$ cat src/design/stn_drive_pkg.sv
// package for the stn display drive control block: register map, fields, timing
// assumes a 32-bit axi4-lite master and a 250 MHz aclk
// How it works
// - mux rate from row end, partial, fixed lines
// - partial mux: end-start+1 plus twice fixed lines
// - bias code 0..3 gives 5,10,11,12
// - temp code picks 0,-0.05,-0.15,-0.25 %/C
// - power bit picks internal pump or external
// - internal drive setting from bias, pot, temp
// - two-bit line rate; frame = line/mux
// - low mux divides line rate 1.5,2,3,4
// - on/off shade mode lowers line rate
// - enable bit idles drivers, columns tied together
// - clearing enable idles drivers and sleeps
// - enabling: wake, restore supplies, then drivers
// - enable overrides all-on and inverse
// - all-on forces column on, memory untouched
// - inverse outputs inverted memory data
// - row driver x always drives row x
// - fixed top/bottom rows ignore scroll offset
// - shade mode switch leaves memory untouched
// - 12-bit colour extended to 5-6-5
// - 16-bit colour zero-extends host_pixel_12, default after reset
// - mirrored window columns are 127 minus bounds
package stn_drive_pkg;
    localparam logic [7:0] ADDR_LINE_CFG = 8'h00;
    localparam logic [7:0] ADDR_ROWS = 8'h04;
    localparam logic [7:0] ADDR_FIXED = 8'h08;
    localparam logic [7:0] ADDR_POWER = 8'h0c;
    localparam logic [7:0] ADDR_DISPLAY = 8'h10;
    localparam logic [7:0] ADDR_WINDOW = 8'h14;
    localparam logic [7:0] ADDR_STATUS = 8'h18;
    localparam logic [7:0] ADDR_DRIVE = 8'h1c;
    // line config fields
    localparam int CFG_FIXED_INCL = 0;
    localparam int CFG_COL_MIRROR = 1;
    localparam int CFG_ROW_MIRROR = 2;
    localparam int CFG_RATE_LO = 3;
    localparam int CFG_SHADE_ONOFF = 5;
    localparam int CFG_COLOUR_LO = 6;
    localparam int CFG_PARTIAL_EN = 8;
    localparam logic [1:0] COLOUR_12BIT = 2'h1;
    localparam logic [1:0] COLOUR_16BIT = 2'h2;
    localparam logic [8:0] LINE_CFG_RESET = 9'h080;
    localparam logic [7:0] ROW_END_RESET = 8'h9f;
    localparam logic [7:0] MAX_COLUMN = 8'h7f;
    localparam logic [8:0] ROW_COUNT = 9'd160;
    // mux thresholds and line rate base dividers (in units of half a step)
    localparam logic [8:0] MUX_108 = 9'd108;
    localparam logic [8:0] MUX_80 = 9'd80;
    localparam logic [8:0] MUX_56 = 9'd56;
    localparam logic [8:0] MUX_40 = 9'd40;
    localparam logic [3:0] SCALE_1 = 4'd2;
    localparam logic [3:0] SCALE_1P5 = 4'd3;
    localparam logic [3:0] SCALE_2 = 4'd4;
    localparam logic [3:0] SCALE_3 = 4'd6;
    localparam logic [3:0] SCALE_4 = 4'd8;
    localparam logic [3:0] SCALE_ONOFF = 4'd2;
    // wake sequence times
    localparam int CLK_MHZ = 250;
    localparam int WAKE_NS = 100;
    localparam int SUPPLY_NS = 200;
    localparam int WAKE_CYC = (WAKE_NS * CLK_MHZ + 999) / 1000;
    localparam int SUPPLY_CYC = (SUPPLY_NS * CLK_MHZ + 999) / 1000;
    typedef enum logic [1:0] {
        PWR_SLEEP = 2'b00,
        PWR_WAKE = 2'b01,
        PWR_SUPPLY = 2'b10,
        PWR_ACTIVE = 2'b11
    } pwr_state_t;
    typedef struct packed {
        logic [1:0] bias_ratio_code;
        logic [7:0] potentiometer_value;
        logic [1:0] temp_coefficient_code;
        logic pump_internal;
    } drive_setting_t;
endpackage

$ cat src/design/stn_display_drive_control.sv
// stn display drive control: register file, mux and line rate, power sequence, drivers
// assumes an axi4-lite master on aclk; display memory pixel arrives on mem_pixel
//
// The AXI4-Lite interface to the registers and the register offsets are this design's own decisions.
`timescale 1ns/10ps
module stn_display_drive_control import stn_drive_pkg::*; #(
    parameter int BASE_DIV = 64,
    parameter int ROWS = 160
) (
    // clock and reset
    input wire logic aclk,
    input wire logic aresetn,
    // axi4-lite write
    input wire logic [7:0] s_axi_awaddr,
    input wire logic s_axi_awvalid,
    output logic s_axi_awready,
    input wire logic [31:0] s_axi_wdata,
    input wire logic [3:0] s_axi_wstrb,
    input wire logic s_axi_wvalid,
    output logic s_axi_wready,
    output logic [1:0] s_axi_bresp,
    output logic s_axi_bvalid,
    input wire logic s_axi_bready,
    // axi4-lite read
    input wire logic [7:0] s_axi_araddr,
    input wire logic s_axi_arvalid,
    output logic s_axi_arready,
    output logic [31:0] s_axi_rdata,
    output logic [1:0] s_axi_rresp,
    output logic s_axi_rvalid,
    input wire logic s_axi_rready,
    // display memory path
    input wire logic [15:0] mem_pixel,
    input wire logic [11:0] host_pixel_12,
    output logic [15:0] mem_write_pixel,
    // panel drive
    output logic [ROWS-1:0] row_drive,
    output logic [15:0] column_data,
    output logic column_tie,
    output logic sleep_mode,
    output logic supply_enable,
    output drive_setting_t drive_setting,
    output logic [8:0] mux_rate,
    output logic line_pulse
);
    // refuse sizes the row decode and period counters cannot hold
    if (ROWS != 160 || BASE_DIV < 2 || BASE_DIV > 8191) begin
        $error("unsupported parameters");
    end

    logic [8:0] line_config_reg;
    logic [7:0] row_end_index_reg, partial_start_row_reg, partial_end_row_reg;
    logic [7:0] fixed_lines_top_reg, fixed_lines_bottom_reg, scroll_line_reg;
    logic [12:0] power_control_reg;
    logic [2:0] display_control_reg;
    logic [7:0] win_start_col_reg, win_end_col_reg;
    logic aw_held_reg, w_held_reg;
    logic [7:0] aw_addr_reg;
    logic [31:0] w_data_reg;
    logic bvalid_reg, rvalid_reg;
    logic [31:0] rdata_reg;
    logic [1:0] bresp_reg, rresp_reg;

    // write channel: address and data taken independently, response after both
    assign s_axi_awready = !aw_held_reg && !bvalid_reg;
    assign s_axi_wready = !w_held_reg && !bvalid_reg;
    wire aw_fire = s_axi_awvalid && s_axi_awready;
    wire w_fire = s_axi_wvalid && s_axi_wready;
    wire have_aw = aw_held_reg || aw_fire;
    wire have_w = w_held_reg || w_fire;
    wire do_write = have_aw && have_w && !bvalid_reg;
    wire [7:0] wr_addr = aw_held_reg ? aw_addr_reg : s_axi_awaddr;
    wire [31:0] wr_data = w_held_reg ? w_data_reg : s_axi_wdata;
    wire wr_low = wr_addr[1:0] == 2'h0 && wr_addr <= ADDR_DRIVE;
    wire wr_hit = wr_low && wr_addr != ADDR_STATUS;
    wire wr_en = do_write && wr_hit && s_axi_wstrb != 4'h0;
    assign s_axi_bvalid = bvalid_reg;
    assign s_axi_bresp = bresp_reg;

    always_ff @(posedge aclk) begin
        if (!aresetn) begin
            aw_held_reg <= 1'b0;
            w_held_reg <= 1'b0;
            aw_addr_reg <= 8'h00;
            w_data_reg <= 32'h0;
            bvalid_reg <= 1'b0;
            bresp_reg <= 2'h0;
        end else begin
            if (aw_fire && !do_write) begin
                aw_held_reg <= 1'b1;
                aw_addr_reg <= s_axi_awaddr;
            end else if (do_write) begin
                aw_held_reg <= 1'b0;
            end
            if (w_fire && !do_write) begin
                w_held_reg <= 1'b1;
                w_data_reg <= s_axi_wdata;
            end else if (do_write) begin
                w_held_reg <= 1'b0;
            end
            if (do_write) begin
                bvalid_reg <= 1'b1;
                bresp_reg <= wr_hit ? 2'h0 : 2'h2;
            end else if (s_axi_bready) begin
                bvalid_reg <= 1'b0;
            end
        end
    end

    // control registers
    always_ff @(posedge aclk) begin
        if (!aresetn) begin
            line_config_reg <= LINE_CFG_RESET;
            row_end_index_reg <= ROW_END_RESET;
            partial_start_row_reg <= 8'h00;
            partial_end_row_reg <= ROW_END_RESET;
            fixed_lines_top_reg <= 8'h00;
            fixed_lines_bottom_reg <= 8'h00;
            scroll_line_reg <= 8'h00;
            power_control_reg <= 13'h0;
            display_control_reg <= 3'h0;
            win_start_col_reg <= 8'h00;
            win_end_col_reg <= MAX_COLUMN;
        end else if (wr_en) begin
            case (wr_addr)
                ADDR_LINE_CFG: line_config_reg <= wr_data[8:0];
                ADDR_ROWS: begin
                    row_end_index_reg <= wr_data[7:0];
                    partial_start_row_reg <= wr_data[15:8];
                    partial_end_row_reg <= wr_data[23:16];
                    scroll_line_reg <= wr_data[31:24];
                end
                ADDR_FIXED: begin
                    fixed_lines_top_reg <= wr_data[7:0];
                    fixed_lines_bottom_reg <= wr_data[15:8];
                end
                ADDR_POWER: power_control_reg <= wr_data[12:0];
                ADDR_DISPLAY: display_control_reg <= wr_data[2:0];
                ADDR_WINDOW: begin
                    win_start_col_reg <= wr_data[7:0];
                    win_end_col_reg <= wr_data[15:8];
                end
                default: ;
            endcase
        end
    end

    // multiplex rate
    wire partial_en = line_config_reg[CFG_PARTIAL_EN];
    wire fixed_incl = line_config_reg[CFG_FIXED_INCL];
    wire [8:0] fixed_sum = 9'(fixed_lines_top_reg) + 9'(fixed_lines_bottom_reg);
    wire [8:0] partial_span = 9'(partial_end_row_reg) - 9'(partial_start_row_reg) + 9'd1;
    wire [8:0] fixed_extra = fixed_incl ? 9'(fixed_sum << 1) : 9'd0;
    wire [8:0] mux_next = partial_en ? 9'(partial_span + fixed_extra)
                                     : 9'(row_end_index_reg) + 9'd1;
    assign mux_rate = mux_next;

    // line rate scaling in half steps
    wire [1:0] rate_sel = line_config_reg[CFG_RATE_LO +: 2];
    wire shade_onoff = line_config_reg[CFG_SHADE_ONOFF];
    wire [3:0] mux_scale = (mux_next <= MUX_40) ? SCALE_4 :
                           (mux_next <= MUX_56) ? SCALE_3 :
                           (mux_next <= MUX_80) ? SCALE_2 :
                           (mux_next <= MUX_108) ? SCALE_1P5 : SCALE_1;
    wire [15:0] base_period = 16'(BASE_DIV) << rate_sel;
    wire [19:0] scaled_half = 20'(base_period) * 20'(mux_scale);
    wire [19:0] onoff_extra = shade_onoff ? 20'(SCALE_ONOFF) : 20'd1;
    wire [20:0] line_period = 21'((scaled_half >> 1) * onoff_extra);

    // power sequence
    pwr_state_t pwr_reg, pwr_next;
    logic [7:0] seq_cnt_reg;
    wire display_enable_flag = display_control_reg[2];
    wire seq_done = seq_cnt_reg == 8'd0;
    always_comb begin
        pwr_next = pwr_reg;
        case (pwr_reg)
            PWR_SLEEP: if (display_enable_flag) pwr_next = PWR_WAKE;
            PWR_WAKE: begin
                if (!display_enable_flag) pwr_next = PWR_SLEEP;
                else if (seq_done) pwr_next = PWR_SUPPLY;
            end
            PWR_SUPPLY: begin
                if (!display_enable_flag) pwr_next = PWR_SLEEP;
                else if (seq_done) pwr_next = PWR_ACTIVE;
            end
            PWR_ACTIVE: if (!display_enable_flag) pwr_next = PWR_SLEEP;
            default: pwr_next = PWR_SLEEP;
        endcase
    end
    always_ff @(posedge aclk) begin
        if (!aresetn) begin
            pwr_reg <= PWR_SLEEP;
            seq_cnt_reg <= 8'd0;
        end else begin
            pwr_reg <= pwr_next;
            if (pwr_next != pwr_reg) begin
                seq_cnt_reg <= (pwr_next == PWR_WAKE) ? 8'(WAKE_CYC - 1) : 8'(SUPPLY_CYC - 1);
            end else if (!seq_done) begin
                seq_cnt_reg <= seq_cnt_reg - 8'd1;
            end
        end
    end
    wire drivers_on = pwr_reg == PWR_ACTIVE;

    // line counter and row scan
    logic [20:0] div_cnt_reg;
    logic [8:0] line_cnt_reg;
    logic line_pulse_reg;
    wire line_tick = div_cnt_reg + 21'd1 >= line_period;
    always_ff @(posedge aclk) begin
        if (!aresetn || !drivers_on) begin
            div_cnt_reg <= 21'd0;
            line_cnt_reg <= 9'd0;
            line_pulse_reg <= 1'b0;
        end else begin
            line_pulse_reg <= line_tick;
            div_cnt_reg <= line_tick ? 21'd0 : div_cnt_reg + 21'd1;
            // a shrunken mux rate restarts the scan at once
            if (line_cnt_reg >= mux_next) begin
                line_cnt_reg <= 9'd0;
            end else if (line_tick) begin
                line_cnt_reg <= (line_cnt_reg + 9'd1 >= mux_next) ? 9'd0
                                                                  : line_cnt_reg + 9'd1;
            end
        end
    end
    assign line_pulse = line_pulse_reg;

    // row index within scan and window of enabled rows
    wire [8:0] top_end = 9'(fixed_lines_top_reg);
    wire [8:0] scan_row = partial_en ? 9'(line_cnt_reg + 9'(partial_start_row_reg))
                                     : line_cnt_reg;
    wire row_ok = scan_row < ROW_COUNT && scan_row <= 9'(row_end_index_reg);
    logic [ROWS-1:0] row_reg;
    always_ff @(posedge aclk) begin
        if (!aresetn) begin
            row_reg <= '0;
        end else begin
            row_reg <= '0;
            if (drivers_on && row_ok) begin
                row_reg[scan_row[7:0]] <= 1'b1;
            end
        end
    end
    assign row_drive = row_reg;

    // memory row to read: fixed regions ignore scroll
    wire [8:0] bot_start = 9'(row_end_index_reg) + 9'd1 - 9'(fixed_lines_bottom_reg);
    wire in_fixed = scan_row < top_end || scan_row >= bot_start;
    wire [8:0] scrolled = 9'(scan_row + 9'(scroll_line_reg));
    wire [8:0] mem_row = in_fixed ? scan_row
                       : (scrolled >= ROW_COUNT ? 9'(scrolled - ROW_COUNT) : scrolled);

    // column output: enable overrides all-on and inverse
    wire all_pixels_on_flag = display_control_reg[1];
    wire inverse_display_flag = display_control_reg[0];
    logic [15:0] col_reg;
    always_ff @(posedge aclk) begin
        if (!aresetn || !drivers_on) begin
            col_reg <= 16'h0;
        end else if (all_pixels_on_flag) begin
            col_reg <= 16'hffff;
        end else begin
            col_reg <= inverse_display_flag ? ~mem_pixel : mem_pixel;
        end
    end
    assign column_data = col_reg;
    assign column_tie = !drivers_on;
    assign sleep_mode = pwr_reg == PWR_SLEEP;
    assign supply_enable = pwr_reg == PWR_SUPPLY || drivers_on;

    // drive voltage setting
    assign drive_setting.bias_ratio_code = power_control_reg[3:2];
    assign drive_setting.potentiometer_value = power_control_reg[11:4];
    assign drive_setting.temp_coefficient_code = power_control_reg[12] ? 2'h0
                                                 : power_control_reg[1:0];
    assign drive_setting.pump_internal = !power_control_reg[12];

    // colour conversion
    wire [1:0] colour_mode = line_config_reg[CFG_COLOUR_LO +: 2];
    wire [15:0] ext12 = {host_pixel_12[11:8], host_pixel_12[11], host_pixel_12[7:4],
                         host_pixel_12[7:6], host_pixel_12[3:0], host_pixel_12[3]};
    assign mem_write_pixel = (colour_mode == COLOUR_12BIT) ? ext12
                           : {4'h0, host_pixel_12};

    // mirrored window column bounds
    wire col_mirror = line_config_reg[CFG_COL_MIRROR];
    wire [7:0] win_lo = col_mirror ? 8'(MAX_COLUMN - win_start_col_reg) : win_start_col_reg;
    wire [7:0] win_hi = col_mirror ? 8'(MAX_COLUMN - win_end_col_reg) : win_end_col_reg;

    // read channel
    assign s_axi_arready = !rvalid_reg;
    assign s_axi_rvalid = rvalid_reg;
    assign s_axi_rdata = rdata_reg;
    assign s_axi_rresp = rresp_reg;
    wire rd_low = s_axi_araddr[1:0] == 2'h0 && s_axi_araddr <= ADDR_DRIVE;
    logic [31:0] rd_mux;
    always_comb begin
        case (s_axi_araddr)
            ADDR_LINE_CFG: rd_mux = {23'h0, line_config_reg};
            ADDR_ROWS: rd_mux = {scroll_line_reg, partial_end_row_reg,
                                 partial_start_row_reg, row_end_index_reg};
            ADDR_FIXED: rd_mux = {16'h0, fixed_lines_bottom_reg, fixed_lines_top_reg};
            ADDR_POWER: rd_mux = {19'h0, power_control_reg};
            ADDR_DISPLAY: rd_mux = {29'h0, display_control_reg};
            ADDR_WINDOW: rd_mux = {win_hi, win_lo, win_end_col_reg, win_start_col_reg};
            ADDR_STATUS: rd_mux = {3'h0, mem_row, mux_next, line_cnt_reg, pwr_reg};
            ADDR_DRIVE: rd_mux = {19'h0, drive_setting};
            default: rd_mux = 32'h0;
        endcase
    end
    always_ff @(posedge aclk) begin
        if (!aresetn) begin
            rvalid_reg <= 1'b0;
            rdata_reg <= 32'h0;
            rresp_reg <= 2'h0;
        end else if (s_axi_arvalid && !rvalid_reg) begin
            rvalid_reg <= 1'b1;
            rdata_reg <= rd_low ? rd_mux : 32'h0;
            rresp_reg <= rd_low ? 2'h0 : 2'h2;
        end else if (s_axi_rready) begin
            rvalid_reg <= 1'b0;
        end
    end

    // checks
    property p_mux_partial;
        @(posedge aclk) disable iff (!aresetn)
        partial_en && fixed_incl |-> mux_rate == 9'(partial_span + 9'(fixed_sum << 1));
    endproperty
    a_mux_partial: assert property (p_mux_partial) else $error("partial mux wrong");
    property p_mux_full;
        @(posedge aclk) disable iff (!aresetn)
        !partial_en |-> mux_rate == 9'(row_end_index_reg) + 9'd1;
    endproperty
    a_mux_full: assert property (p_mux_full) else $error("full mux wrong");
    property p_sleep_on_clear;
        @(posedge aclk) disable iff (!aresetn)
        !display_enable_flag ##1 !display_enable_flag |=> sleep_mode && column_tie
            && row_drive == '0;
    endproperty
    a_sleep_on_clear: assert property (p_sleep_on_clear) else $error("no sleep");
    property p_wake_order;
        @(posedge aclk) disable iff (!aresetn)
        $rose(supply_enable) |-> !drivers_on ##1 !drivers_on;
    endproperty
    a_wake_order: assert property (p_wake_order) else $error("drivers before supply");
    property p_all_on;
        @(posedge aclk) disable iff (!aresetn)
        drivers_on && all_pixels_on_flag && $past(drivers_on)
            |=> column_data == 16'hffff || !$past(all_pixels_on_flag);
    endproperty
    a_all_on: assert property (p_all_on) else $error("all-on not forced");
    property p_inverse;
        @(posedge aclk) disable iff (!aresetn)
        drivers_on && !all_pixels_on_flag && inverse_display_flag ##1 drivers_on
            |-> column_data == ~$past(mem_pixel);
    endproperty
    a_inverse: assert property (p_inverse) else $error("inverse wrong");
    property p_idle_blank;
        @(posedge aclk) disable iff (!aresetn)
        !drivers_on |=> column_data == 16'h0;
    endproperty
    a_idle_blank: assert property (p_idle_blank) else $error("idle columns driven");
    property p_line_wrap;
        @(posedge aclk) disable iff (!aresetn)
        line_cnt_reg < mux_rate || $changed(mux_rate) || !drivers_on;
    endproperty
    a_line_wrap: assert property (p_line_wrap) else $error("line count past mux");
    property p_mirror;
        @(posedge aclk) disable iff (!aresetn)
        col_mirror |-> win_lo + win_start_col_reg == MAX_COLUMN;
    endproperty
    a_mirror: assert property (p_mirror) else $error("mirror bound wrong");
    property p_mirror_end;
        @(posedge aclk) disable iff (!aresetn)
        col_mirror |-> 8'(MAX_COLUMN - win_hi) == win_end_col_reg;
    endproperty
    a_mirror_end: assert property (p_mirror_end) else $error("mirror end wrong");
    property p_leave_sleep_first;
        @(posedge aclk) disable iff (!aresetn)
        $rose(supply_enable) |-> !$past(sleep_mode);
    endproperty
    a_leave_sleep_first: assert property (p_leave_sleep_first) else $error("supply in sleep");
    property p_one_row;
        @(posedge aclk) disable iff (!aresetn)
        $onehot0(row_drive);
    endproperty
    a_one_row: assert property (p_one_row) else $error("several rows driven");
endmodule

$ cat config.mk
export PLATFORM = sky130hd
export DESIGN_NAME = stn_display_drive_control
export DESIGN_NICKNAME = d
export VERILOG_FILES = /design/src/design/stn_drive_pkg.sv /design/src/design/stn_display_drive_control.sv
export SDC_FILE = /design/constraint.sdc
export NUM_CORES = 1
export LEC_CHECK = 0
export ABC_AREA = 1
export BUFFER_PORTS_ARGS = -buffer_cell sky130_fd_sc_hd__buf_2
export CORE_MARGIN = 10
export CORE_UTILIZATION = 45
export CTS_CLUSTER_SIZE = 14
export DETAILED_ROUTE_END_ITERATION = 10
export GPL_ROUTABILITY_DRIVEN = 0
export GPL_TIMING_DRIVEN = 0
export HOLD_SLACK_MARGIN = 0.03
export PLACE_DENSITY = 0.67
export SLEW_MARGIN = 5
export SYNTH_ARGS = -nofsm -noshare
export SYNTH_HDL_FRONTEND = slang
export SYNTH_SLANG_ARGS = --single-unit
$ cat constraint.sdc
create_clock -name aclk -period 12.2 [get_ports aclk]
set_input_delay 0.61 -clock aclk [delete_from_list [all_inputs] [get_ports aclk]]
set_output_delay 0.61 -clock aclk [all_outputs]
set_load 0.02 [all_outputs]
==> metrics.md <==
| Metric | Value |
|---|---|
| Outcome | finished clean |
| Sw Share | 24.6% |
| Post-Route WL | between 60 and 70 mm |
| Worst vdd ir | roughly 0.11 mV |
| Hold buffer count at cts | 0 |
| Final worst path period share | a little over two thirds |
| R2R depth | 48 |
| Die ar. | about 51000 um2 |
| Most common cell after layout, fill and taps aside | nand2_1 |
| Clock Sinks | 384 |
| Chip width | 225 um |
| Slowest cell on the critical path | fa_1 |
| Fillers | a little under 4000 |
| Fin worst setup slack | 3610 ps |
| Crit-path most repeated cell | nand2_1 |
| # setup viols final | 0 |
| Post-Place Setup Slack | about 3800 ps |
| Row Count | 75 |
| Largest net degree at the start of global routing | 15 |
| Measured slew at the worst slew-check pin | around 1300 ps |
| Port buffer count | ~340 |
| Startpoint types | register |
| Ant diodes | 0 |
| Nets | approximately 3100 |
| Number of global-route vias before repair | approximately 18000 |
| Crit path DAT | ~9000 ps |
| P_int | between 2000 and 2500 uW |
| Setup CP Type | register to register |
| Synth area leader | dfxtp_1 |
| Peak Freq | 116 MHz |
| Crit end category | register |
| Busiest layer in global routing | met2 |
| Avg Cell Area, Syn | about 7.5 um2 |
| Comb power frac | ~8.0% |
| Post-CTS sizing | 0 |
| Layout cells sized above 1 | between 15 and 20% |
| Post-CTS Setup Bufs | 0 |
| H-tree lvl count | 2 |
| Register area share after synthesis | about two fifths |
| Met1 Resource Use GR | 30.8% |
| Most frequent cells in the layout | 498 x nand2_1, 384 x dfxtp_1, 366 x buf_2 |
| Worst endpoint required time | about 13000 ps |
| Vias per inst | about 5.3 |
| Post-synth ARST share | 0% |
| RSZ-0062 raised after global routing | no |
| Global route overflow | 0 |
| Hold crit path type | input pin to register |
| Clock slew seen by the registers of the worst setup and hold paths | 60 ps |
| Number of synthesized flops with an enable pin | 0 |
| Final TNS setup | 0 ps |
| 1st-pass router iterations | 7 |
| Initial Utilization | a little under half |
| Avg WL per Cell | between 15 and 20 um |
| Setup Skew | 35.7 ps |
| Mapped Area | about 19000 um2 |
| Seq pwr share | a little under half |
| Post-layout min period | around 8600 ps |
| CP max stage delay | around 540 ps |
| Leakage dissipation | about 0.011 uW |
| Crit Path Max Fanout | 10 |
| DR iter-0 viols | 1832 |
| IO Count | roughly 350 |
| Clock Tree Buf Depth | 3 |
| Top cell type's share of synthesized area | around 40% |
| Area delta synth->final | 19.8% |
| Max cap viols | 0 |
| Antenna violations before repair | 2 |
| Worst skew pair latency | just under 600 ps |
| Clock Tree Root | clkbuf_16 |
| Switching Power | a little under 700 uW |
| Max reg flops | 160 |
| Post-detailed-route count of antenna-violating nets | 0 |
| Max-slew violations | 0 |
| Hold Path Cell Cnt | 3 |
| Placed wire-length estimate | 52.9 mm |
| Clock power share | between 40% and 50% |
| Area contributors post-synth | dfxtp_1 41%, nand2_1 9.9%, ha_1 7.3%, inv_1 6.1%, nor2_1 5.9% |
| Yosys cell types | 62 |
| Placed Instances | roughly 3400 |
| Seq cells post-synth | 384 |
| Vert. Die Dim | ~230 um |
| Synth Warn # | 0 |
| Non-filler cells, final | between 3000 and 4000 |
| First-pass GRT wire length | between 90 and 100 mm |
| Final Hold Vio Count | 0 |
| Drc violations | 0 |
| Worst slew margin | 9.16% |
| Detailed-route via count | 18600 |
| Core area | roughly 42000 um2 |
| Met2 Use GR | 41.5% |
| PD cells | approximately 120 nW/um2 |
| Top FF cell, synth | dfxtp_1 |
| GR Util met3 | 5.18% |
| Synthesized instance count | ~2500 |
| CTS tree | built |
| TritonCTS Buffers | 41 |
| Total track usage | around a quarter |
-- area by class of cell --
type,count,area [um2],area share (%)
Tap cell,539,674,2.97
Clock buffer,59,1160,5.13
Clock inverter,14,174,0.766
Timing Repair Buffer,343,1720,7.56
Multi-Input combinational cell,1725,9560,42.1
Sequential cell,384,7690,33.9
Buffer,104,541,2.38
Inverter,317,1190,5.24
-- cell usage after synthesis (16+ instances only) --
| cell | count |
|---|---|
| clkbuf_1 | 56 |
| ha_1 | 110 |
| a21oi_1 | 219 |
| dfxtp_1 | 384 |
| xnor2_1 | 21 |
| a31oi_1 | 16 |
| buf_2 | 23 |
| xor2_1 | 46 |
| inv_1 | 306 |
| nand3_1 | 92 |
| o21ai_0 | 186 |
| nor3_1 | 21 |
| o22ai_1 | 27 |
| nor2_1 | 300 |
| nand4_1 | 24 |
| nand2_1 | 498 |
-- final timing paths --
kind	slack [ps]	endpoint	start
hold reg to reg	450	aw_addr_reg[4]	aw_addr_reg[4]
setup / recovery	3610	div_cnt_reg[4]	fixed_lines_bottom_reg[0]
hold / removal	290	w_data_reg[16]	s_axi_wdata[16]
setup reg to reg	3610	div_cnt_reg[4]	fixed_lines_bottom_reg[0]
-- power by group through the flow --
stage,clock network [uW],registers (uW),logic (uW)
6_report,1250,1300,221
5_1_grt,1310,1300,249
4_1_cts,1260,1300,219
3_5_place_dp,0,1330,217
3_3_place_gp,0,1320,211
2_1_floorplan,0,1320,148
-- kinds of logic after synthesis --
| family | after synthesis | synth area share (%) |
|---|---|---|
| fa+ha+maj | 125 | 8.85 |
| xor+xnor | 67 | 3.10 |
| simple gates | 1006 | 23.0 |
| buf+inv | 421 | 9.13 |
| compound gates | 516 | 15.2 |
| mux | 2 | 0.106 |
| other cells | 2 | 0.0396 |
| flops | 384 | 40.6 |
-- through the flow --
step	power [uW]	cell area, um2	utilization (%)	hold slack, ps
final	2770	22700	54.4	290
after global routing	2860	22700	54.4	286
after CTS	2780	22700	54.4	278
after detailed placement	1540	21400	51.2	443
after global placement	1540	21400	51.2	435
after floorplan	1470	19000	-	424
-- metal layers --
metal,wire length (um),part of all wire [%],vias to the layer above
met5,26,0.039,-
met4,3220,4.9,4
met3,5860,8.8,195
met2,30500,46,870
met1,26800,40,8562
li1,-,-,8982
-- critical path: cells and delay by family (launching register included) --
kind | cells | cell delay [ps]
compound gates | 7 | 1150
xor+xnor | 2 | 280
fa+ha+maj | 8 | 3100
buf+inv | 9 | 890
flops | 1 | 470
mux | 1 | 230
simple gates | 21 | 2320
No activity file was read; power rests on OpenSTA's default activity.
